[config.mk]
export PLATFORM = sky130hd
export DESIGN_NAME = input_voltage_and_overcurrent_protect
export DESIGN_NICKNAME = d
export VERILOG_FILES = /design/src/design/input_protect_pkg.sv /design/src/design/comparator_sync.sv /design/src/design/input_voltage_and_overcurrent_protect.sv
export SDC_FILE = /design/constraint.sdc
export NUM_CORES = 1
export LEC_CHECK = 0
export BUFFER_PORTS_ARGS = -buffer_cell sky130_fd_sc_hd__buf_2
export CAP_MARGIN = 40
export CORE_MARGIN = 4
export CORE_UTILIZATION = 55
export CTS_BUF_LIST = sky130_fd_sc_hd__clkbuf_4 sky130_fd_sc_hd__clkbuf_8
export CTS_CLUSTER_SIZE = 25
export DETAILED_ROUTE_END_ITERATION = 12
export PLACE_DENSITY = 0.87
export SLEW_MARGIN = 20
export SYNTH_ARGS = -nofsm -noshare
export SYNTH_HDL_FRONTEND = slang
export SYNTH_SLANG_ARGS = --single-unit
[constraint.sdc]
create_clock -name clk -period 4.6 [get_ports clk]
set_input_delay 0.92 -clock clk [delete_from_list [all_inputs] [get_ports clk]]
set_output_delay 0.92 -clock clk [all_outputs]
set_load 0.05 [all_outputs]
[src/design/input_protect_pkg.sv]
// Package: register map, field positions, reset values and timing for input protection
package input_protect_pkg;

    // Register byte offsets on the Avalon-MM slave
    localparam logic [4:0] UNDER_THRESHOLD_OFFSET = 5'h00;
    localparam logic [4:0] OVER_THRESHOLD_OFFSET  = 5'h04;
    localparam logic [4:0] LOCKOUT_CONTROL_OFFSET = 5'h08;
    localparam logic [4:0] OC_CONTROL_OFFSET      = 5'h0C;
    localparam logic [4:0] FLAG_OFFSET            = 5'h10;

    // Lockout control field positions
    localparam int UNDER_ENABLE_BIT  = 7;
    localparam int UNDER_STATUS_BIT  = 6;
    localparam int UNDER_RISE_BIT    = 5;
    localparam int UNDER_FALL_BIT    = 4;
    localparam int OVER_ENABLE_BIT   = 3;
    localparam int OVER_STATUS_BIT   = 2;
    localparam int OVER_RISE_BIT     = 1;
    localparam int OVER_FALL_BIT     = 0;

    // Overcurrent control field positions
    localparam int OC_ENABLE_BIT     = 7;
    localparam int OC_BLANK_LSB      = 5;
    localparam int OC_CODE_WIDTH     = 5;

    // Flag register field positions
    localparam int UNDER_FLAG_BIT    = 0;
    localparam int OVER_FLAG_BIT     = 1;
    localparam int OC_FLAG_BIT       = 2;

    // Reset values
    localparam logic [3:0] THRESHOLD_RESET      = 4'h0;
    localparam logic [7:0] LOCKOUT_CTRL_RESET   = 8'h00;
    localparam logic [7:0] OC_CTRL_RESET        = 8'h00;
    localparam logic [7:0] STATUS_RESET         = 8'h00;

    // Clock period and leading-edge blanking times
    localparam int CLK_PERIOD_NS     = 50;
    localparam int BLANK_NS_0        = 110;
    localparam int BLANK_NS_1        = 200;
    localparam int BLANK_NS_2        = 380;
    localparam int BLANK_NS_3        = 740;

    // Least times round up to whole clock cycles
    localparam logic [3:0] BLANK_CYCLES_0 = 4'((BLANK_NS_0 + CLK_PERIOD_NS - 1) / CLK_PERIOD_NS);
    localparam logic [3:0] BLANK_CYCLES_1 = 4'((BLANK_NS_1 + CLK_PERIOD_NS - 1) / CLK_PERIOD_NS);
    localparam logic [3:0] BLANK_CYCLES_2 = 4'((BLANK_NS_2 + CLK_PERIOD_NS - 1) / CLK_PERIOD_NS);
    localparam logic [3:0] BLANK_CYCLES_3 = 4'((BLANK_NS_3 + CLK_PERIOD_NS - 1) / CLK_PERIOD_NS);

    // Bus handshake states
    typedef enum logic [1:0]
    {
        BUS_IDLE = 2'b01,
        BUS_ACK  = 2'b10
    } bus_state_t;

endpackage

[src/design/comparator_sync.sv]
// Comparator synchroniser with three-stage filter and edge pulses
`timescale 1ns/1ps

module comparator_sync
(
    // Clock and reset
    input  wire logic clk,
    input  wire logic srst,
    // Asynchronous comparator output
    input  wire logic cmpAsync,
    // Filtered level and edge pulses
    output logic      level,
    output logic      rise,
    output logic      fall
);

    logic stage1_r;
    logic stage2_r;
    logic stage3_r;
    logic level_r;
    logic level_nxt;
    logic rise_r;
    logic rise_nxt;
    logic fall_r;
    logic fall_nxt;

    // Level moves only once the second and third stages agree
    always_comb
    begin
        level_nxt = (stage2_r == stage3_r) ? stage3_r : level_r;
        rise_nxt  = level_nxt & ~level_r;
        fall_nxt  = ~level_nxt & level_r;
    end

    // First stage feeds only the second, so metastability stays contained
    always_ff @(posedge clk)
    begin
        if (srst)
        begin
            stage1_r <= 1'b0;
            stage2_r <= 1'b0;
            stage3_r <= 1'b0;
            level_r  <= 1'b0;
            rise_r   <= 1'b0;
            fall_r   <= 1'b0;
        end
        else
        begin
            stage1_r <= cmpAsync;
            stage2_r <= stage1_r;
            stage3_r <= stage2_r;
            level_r  <= level_nxt;
            rise_r   <= rise_nxt;
            fall_r   <= fall_nxt;
        end
    end

    assign level = level_r;
    assign rise  = rise_r;
    assign fall  = fall_r;

endmodule

[src/design/input_voltage_and_overcurrent_protect.sv]
// Input under/overvoltage lockout and cycle-by-cycle overcurrent limit with Avalon-MM registers
//
// Function
// - Overvoltage threshold code, 12 V up 2 V steps
// - Over threshold upper bits read zero
// - Voltage flags set regardless of lockout enables
// - Bit 6 shows undervoltage present, resets zero
// - Bit 2 shows overvoltage present, resets zero
// - Enabled undervoltage forces both gates off
// - Enabled overvoltage forces both gates off
// - Bits 7 and 3 enable lockouts, reset zero
// - Bits 5/4 pick undervoltage flag edges
// - Bits 1/0 pick overvoltage flag edges
// - Per-cycle peak current limit with flag
// - Sense only while high side conducts, after blanking
// - Overcurrent sets flag, ends high-side pulse
// - High side returns next cycle, retrips if persistent
// - Overcurrent flag clears only after clean cycle
// - Overcurrent disabled when enable bit clear
// - Overcurrent flag ignores interrupt enables
// - Undervoltage threshold code, 4 V up 2 V steps
// - Blanking select 110/200/380/740 ns
//
// Our own choices: the Avalon-MM slave port and the address map.
`timescale 1ns/1ps

module input_voltage_and_overcurrent_protect
(
    // Clock and reset
    input  wire logic        clk,
    input  wire logic        srst,
    // Avalon-MM slave
    input  wire logic [4:0]  address,
    input  wire logic        read,
    input  wire logic        write,
    input  wire logic [3:0]  byteenable,
    input  wire logic [31:0] writedata,
    output logic      [31:0] readdata,
    output logic             waitrequest,
    // Analog comparator results, asynchronous
    input  wire logic        underCmp,
    input  wire logic        overCmp,
    input  wire logic        overcurrentCmp,
    // PWM timebase on this clock
    input  wire logic        cycleStart,
    input  wire logic        pwmHigh,
    input  wire logic        pwmLow,
    // Threshold codes to the analog side
    output logic [3:0]       underThresholdCode,
    output logic [3:0]       overThresholdCode,
    output logic [4:0]       overcurrentThresholdCode,
    // Gate drive requests
    output logic             highSideGateOut,
    output logic             lowSideGateOut
);

    // Synchronised comparator levels and edges
    logic underLvl;
    logic underRise;
    logic underFall;
    logic overLvl;
    logic overRise;
    logic overFall;
    logic ocLvl;

    // Bus state
    input_protect_pkg::bus_state_t busState_r;
    input_protect_pkg::bus_state_t busState_nxt;
    logic        waitReq_r;
    logic        waitReq_nxt;
    logic [31:0] readData_r;
    logic [31:0] readData_nxt;
    logic        wrTake;

    // Registers
    logic [3:0]  underThr_r;
    logic [3:0]  underThr_nxt;
    logic [3:0]  overThr_r;
    logic [3:0]  overThr_nxt;
    logic [7:0]  lockCtl_r;
    logic [7:0]  lockCtl_nxt;
    logic [7:0]  ocCtl_r;
    logic [7:0]  ocCtl_nxt;
    logic        underFlag_r;
    logic        underFlag_nxt;
    logic        overFlag_r;
    logic        overFlag_nxt;
    logic        ocFlag_r;
    logic        ocFlag_nxt;

    // Overcurrent engine state
    logic [3:0]  blankCnt_r;
    logic [3:0]  blankCnt_nxt;
    logic [3:0]  blankLimit;
    logic        ocTerm_r;
    logic        ocTerm_nxt;
    logic        ocInCycle_r;
    logic        ocInCycle_nxt;
    logic        cleanCycle_r;
    logic        cleanCycle_nxt;
    logic        ocDetect;
    logic        lockout;
    logic        highGate_r;
    logic        highGate_nxt;
    logic        lowGate_r;
    logic        lowGate_nxt;

    // Comparators pass a synchroniser before any edge is seen
    comparator_sync underSync
    (
        .clk      (clk),
        .srst     (srst),
        .cmpAsync (underCmp),
        .level    (underLvl),
        .rise     (underRise),
        .fall     (underFall)
    );

    comparator_sync overSync
    (
        .clk      (clk),
        .srst     (srst),
        .cmpAsync (overCmp),
        .level    (overLvl),
        .rise     (overRise),
        .fall     (overFall)
    );

    comparator_sync ocSync
    (
        .clk      (clk),
        .srst     (srst),
        .cmpAsync (overcurrentCmp),
        .level    (ocLvl),
        .rise     (),
        .fall     ()
    );

    // Bus handshake: one wait cycle, then one cycle with waitrequest low
    always_comb
    begin
        busState_nxt = busState_r;
        waitReq_nxt  = 1'b1;
        readData_nxt = readData_r;
        case (busState_r)
            input_protect_pkg::BUS_IDLE:
            begin
                if (read || write)
                begin
                    busState_nxt = input_protect_pkg::BUS_ACK;
                    waitReq_nxt  = 1'b0;
                    readData_nxt = 32'h0000_0000;
                    case (address)
                        input_protect_pkg::UNDER_THRESHOLD_OFFSET:
                            readData_nxt[3:0] = underThr_r;
                        input_protect_pkg::OVER_THRESHOLD_OFFSET:
                            readData_nxt[3:0] = overThr_r;
                        input_protect_pkg::LOCKOUT_CONTROL_OFFSET:
                        begin
                            readData_nxt[7:0] = lockCtl_r;
                            readData_nxt[input_protect_pkg::UNDER_STATUS_BIT] = underLvl;
                            readData_nxt[input_protect_pkg::OVER_STATUS_BIT]  = overLvl;
                        end
                        input_protect_pkg::OC_CONTROL_OFFSET:
                            readData_nxt[7:0] = ocCtl_r;
                        input_protect_pkg::FLAG_OFFSET:
                        begin
                            readData_nxt[input_protect_pkg::UNDER_FLAG_BIT] = underFlag_r;
                            readData_nxt[input_protect_pkg::OVER_FLAG_BIT]  = overFlag_r;
                            readData_nxt[input_protect_pkg::OC_FLAG_BIT]    = ocFlag_r;
                        end
                        default:
                            readData_nxt = 32'h0000_0000;  // Unmapped reads as zero
                    endcase
                end
            end
            input_protect_pkg::BUS_ACK:
            begin
                busState_nxt = input_protect_pkg::BUS_IDLE;
            end
            default:
            begin
                busState_nxt = input_protect_pkg::BUS_IDLE;
            end
        endcase
    end

    // Write lands at the edge where the master sees waitrequest low
    assign wrTake = write && !waitReq_r && byteenable[0];

    // Configuration registers
    always_comb
    begin
        underThr_nxt = underThr_r;
        overThr_nxt  = overThr_r;
        lockCtl_nxt  = lockCtl_r;
        ocCtl_nxt    = ocCtl_r;
        if (wrTake)
        begin
            case (address)
                input_protect_pkg::UNDER_THRESHOLD_OFFSET:
                    underThr_nxt = writedata[3:0];
                input_protect_pkg::OVER_THRESHOLD_OFFSET:
                    overThr_nxt = writedata[3:0];
                input_protect_pkg::LOCKOUT_CONTROL_OFFSET:
                    lockCtl_nxt = writedata[7:0];
                input_protect_pkg::OC_CONTROL_OFFSET:
                    ocCtl_nxt = writedata[7:0];
                default:
                    underThr_nxt = underThr_r;  // Unmapped writes ignored
            endcase
        end
        // Status positions are read-only and never stored
        lockCtl_nxt[input_protect_pkg::UNDER_STATUS_BIT] = 1'b0;
        lockCtl_nxt[input_protect_pkg::OVER_STATUS_BIT]  = 1'b0;
    end

    // Blanking length from the two-bit selector
    always_comb
    begin
        case (ocCtl_r[input_protect_pkg::OC_BLANK_LSB +: 2])
            2'b00:   blankLimit = input_protect_pkg::BLANK_CYCLES_0;
            2'b01:   blankLimit = input_protect_pkg::BLANK_CYCLES_1;
            2'b10:   blankLimit = input_protect_pkg::BLANK_CYCLES_2;
            default: blankLimit = input_protect_pkg::BLANK_CYCLES_3;
        endcase
    end

    // Overcurrent only counts when enabled, conducting and past blanking
    assign ocDetect = ocCtl_r[input_protect_pkg::OC_ENABLE_BIT]
                      && highGate_r && (blankCnt_r >= blankLimit)
                      && ocLvl;

    // Lockout is the only path that forces both gates off
    assign lockout = (lockCtl_r[input_protect_pkg::UNDER_ENABLE_BIT] && underLvl)
                     || (lockCtl_r[input_protect_pkg::OVER_ENABLE_BIT] && overLvl);

    // Overcurrent engine and gate drive
    always_comb
    begin
        blankCnt_nxt   = blankCnt_r;
        ocTerm_nxt     = ocTerm_r;
        ocInCycle_nxt  = ocInCycle_r;
        cleanCycle_nxt = cleanCycle_r;
        // Blanking restarts with each high-side pulse
        if (!highGate_r)
            blankCnt_nxt = 4'h0;
        else if (blankCnt_r != 4'hF)
            blankCnt_nxt = blankCnt_r + 4'h1;
        if (cycleStart)
        begin
            ocTerm_nxt     = 1'b0;
            ocInCycle_nxt  = 1'b0;
            cleanCycle_nxt = !ocInCycle_r && !ocDetect;
        end
        if (ocDetect)
        begin
            ocTerm_nxt     = 1'b1;
            ocInCycle_nxt  = 1'b1;
            cleanCycle_nxt = 1'b0;
        end
        // Termination holds until the next cycle start; retrips if it persists
        highGate_nxt = pwmHigh && !lockout && !ocTerm_nxt;
        lowGate_nxt  = pwmLow && !lockout;
    end

    // Sticky flags: a set in the clearing cycle beats the clear
    always_comb
    begin
        logic clrUnder;
        logic clrOver;
        logic clrOc;
        clrUnder = wrTake && (address == input_protect_pkg::FLAG_OFFSET)
                   && writedata[input_protect_pkg::UNDER_FLAG_BIT];
        clrOver  = wrTake && (address == input_protect_pkg::FLAG_OFFSET)
                   && writedata[input_protect_pkg::OVER_FLAG_BIT];
        clrOc    = wrTake && (address == input_protect_pkg::FLAG_OFFSET)
                   && writedata[input_protect_pkg::OC_FLAG_BIT];
        // Edge selects apply; lockout enables deliberately do not
        underFlag_nxt = underFlag_r && !clrUnder;
        if ((underRise && lockCtl_r[input_protect_pkg::UNDER_RISE_BIT])
            || (underFall && lockCtl_r[input_protect_pkg::UNDER_FALL_BIT]))
            underFlag_nxt = 1'b1;
        overFlag_nxt = overFlag_r && !clrOver;
        if ((overRise && lockCtl_r[input_protect_pkg::OVER_RISE_BIT])
            || (overFall && lockCtl_r[input_protect_pkg::OVER_FALL_BIT]))
            overFlag_nxt = 1'b1;
        // Clear refused until a whole cycle has passed without a trip
        ocFlag_nxt = ocFlag_r && !(clrOc && cleanCycle_r);
        if (ocDetect)
            ocFlag_nxt = 1'b1;
    end

    // State registers
    always_ff @(posedge clk)
    begin
        if (srst)
        begin
            busState_r   <= input_protect_pkg::BUS_IDLE;
            waitReq_r    <= 1'b1;
            readData_r   <= 32'h0000_0000;
            underThr_r   <= input_protect_pkg::THRESHOLD_RESET;
            overThr_r    <= input_protect_pkg::THRESHOLD_RESET;
            lockCtl_r    <= input_protect_pkg::LOCKOUT_CTRL_RESET;
            ocCtl_r      <= input_protect_pkg::OC_CTRL_RESET;
            underFlag_r  <= 1'b0;
            overFlag_r   <= 1'b0;
            ocFlag_r     <= 1'b0;
            blankCnt_r   <= 4'h0;
            ocTerm_r     <= 1'b0;
            ocInCycle_r  <= 1'b0;
            cleanCycle_r <= 1'b0;
            highGate_r   <= 1'b0;
            lowGate_r    <= 1'b0;
        end
        else
        begin
            busState_r   <= busState_nxt;
            waitReq_r    <= waitReq_nxt;
            readData_r   <= readData_nxt;
            underThr_r   <= underThr_nxt;
            overThr_r    <= overThr_nxt;
            lockCtl_r    <= lockCtl_nxt;
            ocCtl_r      <= ocCtl_nxt;
            underFlag_r  <= underFlag_nxt;
            overFlag_r   <= overFlag_nxt;
            ocFlag_r     <= ocFlag_nxt;
            blankCnt_r   <= blankCnt_nxt;
            ocTerm_r     <= ocTerm_nxt;
            ocInCycle_r  <= ocInCycle_nxt;
            cleanCycle_r <= cleanCycle_nxt;
            highGate_r   <= highGate_nxt;
            lowGate_r    <= lowGate_nxt;
        end
    end

    // Outputs straight from flops
    assign readdata                 = readData_r;
    assign waitrequest              = waitReq_r;
    assign underThresholdCode       = underThr_r;
    assign overThresholdCode        = overThr_r;
    assign overcurrentThresholdCode = ocCtl_r[input_protect_pkg::OC_CODE_WIDTH-1:0];
    assign highSideGateOut          = highGate_r;
    assign lowSideGateOut           = lowGate_r;

endmodule

==> results.json <==
{
  "status": "finished, final reports clean",
  "gr-usage-met3_pct": 5.33,
  "route.detailed.drc": 0,
  "avgViaCountPerCell": 5.12,
  "synth_edf_count": 0,
  "cp-end-kind": "flop",
  "seq_area_frac_synth_pct": 44.4,
  "fin_nets": 384,
  "h-tree-depth": 3,
  "antenna_found_initial": 0,
  "r2r_slack_ns": 2.66,
  "maxCapViolCount": 0,
  "path_delay_family": "simple AND/OR/NAND/NOR gates",
  "io_pins": 99,
  "drtIter0Drc": 99,
  "max_slew_margin_pct": 66.4,
  "areaGrowthSynthToFinish_pct": 12.5,
  "seqCellArea_mm2": 0.00122,
  "rows": 25,
  "routed_wl_um": 5490,
  "synth_area_leaders": "dfxtp_1, mux2i_1, buf_4",
  "drv_slew": 0,
  "ctsResizeCount": 0,
  "setup_viol": 0,
  "crit_chain": "buf_2, nor4b_4, nor3b_4, mux2i_1, nor2_1",
  "slowest_delay_ns": 0.53,
  "finalSetupTns_ns": 0,
  "finalCritPeriodShare_pct": 49.8,
  "place_congestion": 0.778,
  "vias": 2037,
  "start_util_pct": 57.4,
  "drive_gt1_share_pct": 22.7,
  "busiest_layer": "met2",
  "fp.coreArea_mm2": 0.00479,
  "n_antenna_cell": 0,
  "critPathRequiredTime_ns": 4.79,
  "final_util_pct": 64.6,
  "portBuffers": 47,
  "grt_max_degree": 48,
  "worst_setup_hold_path_clk_slew_ns": 0.06,
  "insertion_delay_ns": 0.33,
  "worstMarginPinSlew_ns": 0.501,
  "multiInputGateArea_mm2": 0.00128,
  "ys.flop_type": "dfxtp_1",
  "cts_buffers": 9,
  "worstPathArrival_ns": 2.48,
  "postRouteAntennaNets": 0,
  "yosys.cell_types.count": 48,
  "hold_path.class": "reg2reg",
  "fp.dieW_um": 78.7,
  "fill_cells": 402,
  "p_leak_uw": 0.00145,
  "crit_type": "in2reg",
  "period_minus_slack_ns": 2.29,
  "synth-seq-cells": 61,
  "synth_top_cell_by_area": "dfxtp_1",
  "cts_tree": "yes",
  "cts-root-buf": "clkbuf_8",
  "rsz0062_at_grt": "no",
  "hold_viol": 0,
  "hold_buffers": 0,
  "grt_util_met1_pct": 21.9,
  "synthArstFlopShare_pct": 0,
  "firstDrtPassIters": 4,
  "grt_usage_pct": 19.1,
  "power_density_mw_per_mm2": 368,
  "grt.overflow.total": 0,
  "slowest_stage": "nor3b_4",
  "hpwl_um": 3950,
  "synth_cells": 283,
  "syn_area_mm2": 0.00275,
  "die-area_mm2": 0.00619,
  "syn_avg_cell_area_um2": 9.71,
  "skew_ns": 0.00636,
  "synth_warnings": 0,
  "grtUsageMet2_pct": 32.4,
  "ir_drop_v": 0.000215,
  "cts_max_path_buffers": 2,
  "wl_per_cell_um": 13.8,
  "grt_pass1_vias": 1998,
  "clock-sinks": 61,
  "die_h_um": 78.7,
  "cts_setup_buffers": 0,
  "start_kind": "input pin",
  "max_freq_mhz": 436,
  "cp_max_fo": 12,
  "path_buf_inv": 1,
  "grt_pass1_wl_um": 9270,
  "synth.top_cell.area_share_pct": 44.4
}
worst paths after layout:
path,from,to,cells after the start
worst min register to register,underSync.stage1_r,underSync.stage2_r,1
worst max-delay path,address[3],lockCtl_r[5],5
worst max register to register,ocCtl_r[5],highSideGateOut,7
worst min-delay path,underSync.stage1_r,underSync.stage2_r,1
flip-flops by register name, indices dropped and copies added, names as in the netlist, 2 cells and up:
| name | count |
|---|---|
| underThresholdCode | 4 |
| ocCtl_r | 8 |
| readdata | 8 |
| blankCnt_r | 4 |
| overThresholdCode | 4 |
| busState_r | 2 |
| lockCtl_r | 6 |
per-layer routing:
metal,wire length (um),vias to the layer above
li1,-,1012
met1,2260,960
met2,2840,59
met3,328,6
met4,59,0
met5,0,-
worst reg2reg max path, stage by stage (launching register included):
cell and delay, ns:
dfxtp_1 0.40, inv_1 0.09, ha_1 0.32, inv_1 0.06
ha_1 0.26, o21ai_0 0.07, a221o_1 0.41, and4_1 0.22
Yosys cell counts (all sizes together), types with 4 or more instances:
library cell and number:
dfxtp 61, buf 35, nor2 32, mux2i 29, a21oi 15, nand2 13
inv 12, nor2b 10, o21ai 9, ha 7, nand3 7, nor3 5
clkbuf 4, mux2 4, nor4 4, nor4b 4
where the power goes:
part           switching, uW  internal, uW  leakage [uW]
logic                   85.6          22.8      0.000844
clock network            198           292      0.000112
registers               4.42           536      0.000495
stage by stage:
stage               std cells  setup WS (ns)  hold slack [ns]  instance area (um2)  power (uW)
detailed placement        382           2.01            0.424                 2880         660
CTS                       398           2.31            0.439                 3090        1150
global placement          381           2.04            0.417                 2880         656
floorplan                 306           2.22            0.414                 2840         652
finish                    398           2.31            0.435                 3090        1140
global route              398           2.20            0.465                 3090        1190
cells by family (layout without fill, tap and decap cells):
kind of cell | Yosys count | in the layout | share of synthesized area, %
fa+ha+maj | 7 | 7 | 3.19
other cells | 1 | 24 | 0.136
xor+xnor | 1 | 1 | 0.319
simple gates | 91 | 91 | 18.8
compound gates | 36 | 36 | 8.06
mux | 34 | 34 | 13.0
flops | 61 | 61 | 44.4
buf+inv | 52 | 77 | 12.1
cell type report:
| cell class | instances | area share [%] |
|---|---|---|
| clock buffers | 12 | 5.34 |
| clock inverters | 4 | 1.46 |
| inverters | 12 | 1.46 |
| multi-input cells | 193 | 41.5 |
| flip-flops and latches | 61 | 39.5 |
| well taps | 67 | 2.71 |
| repair buffers | 49 | 8.09 |
placed cells by master, fill, tap and decap left out, drive strengths merged, types with 10 or more instances in the layout:
cell type   n
a21oi      15
buf        49
clkbuf     12
conb       24
dfxtp      61
inv        12
mux2i      29
nand2      13
nor2       32
nor2b      10
No activity file was read; power rests on OpenSTA's default activity.
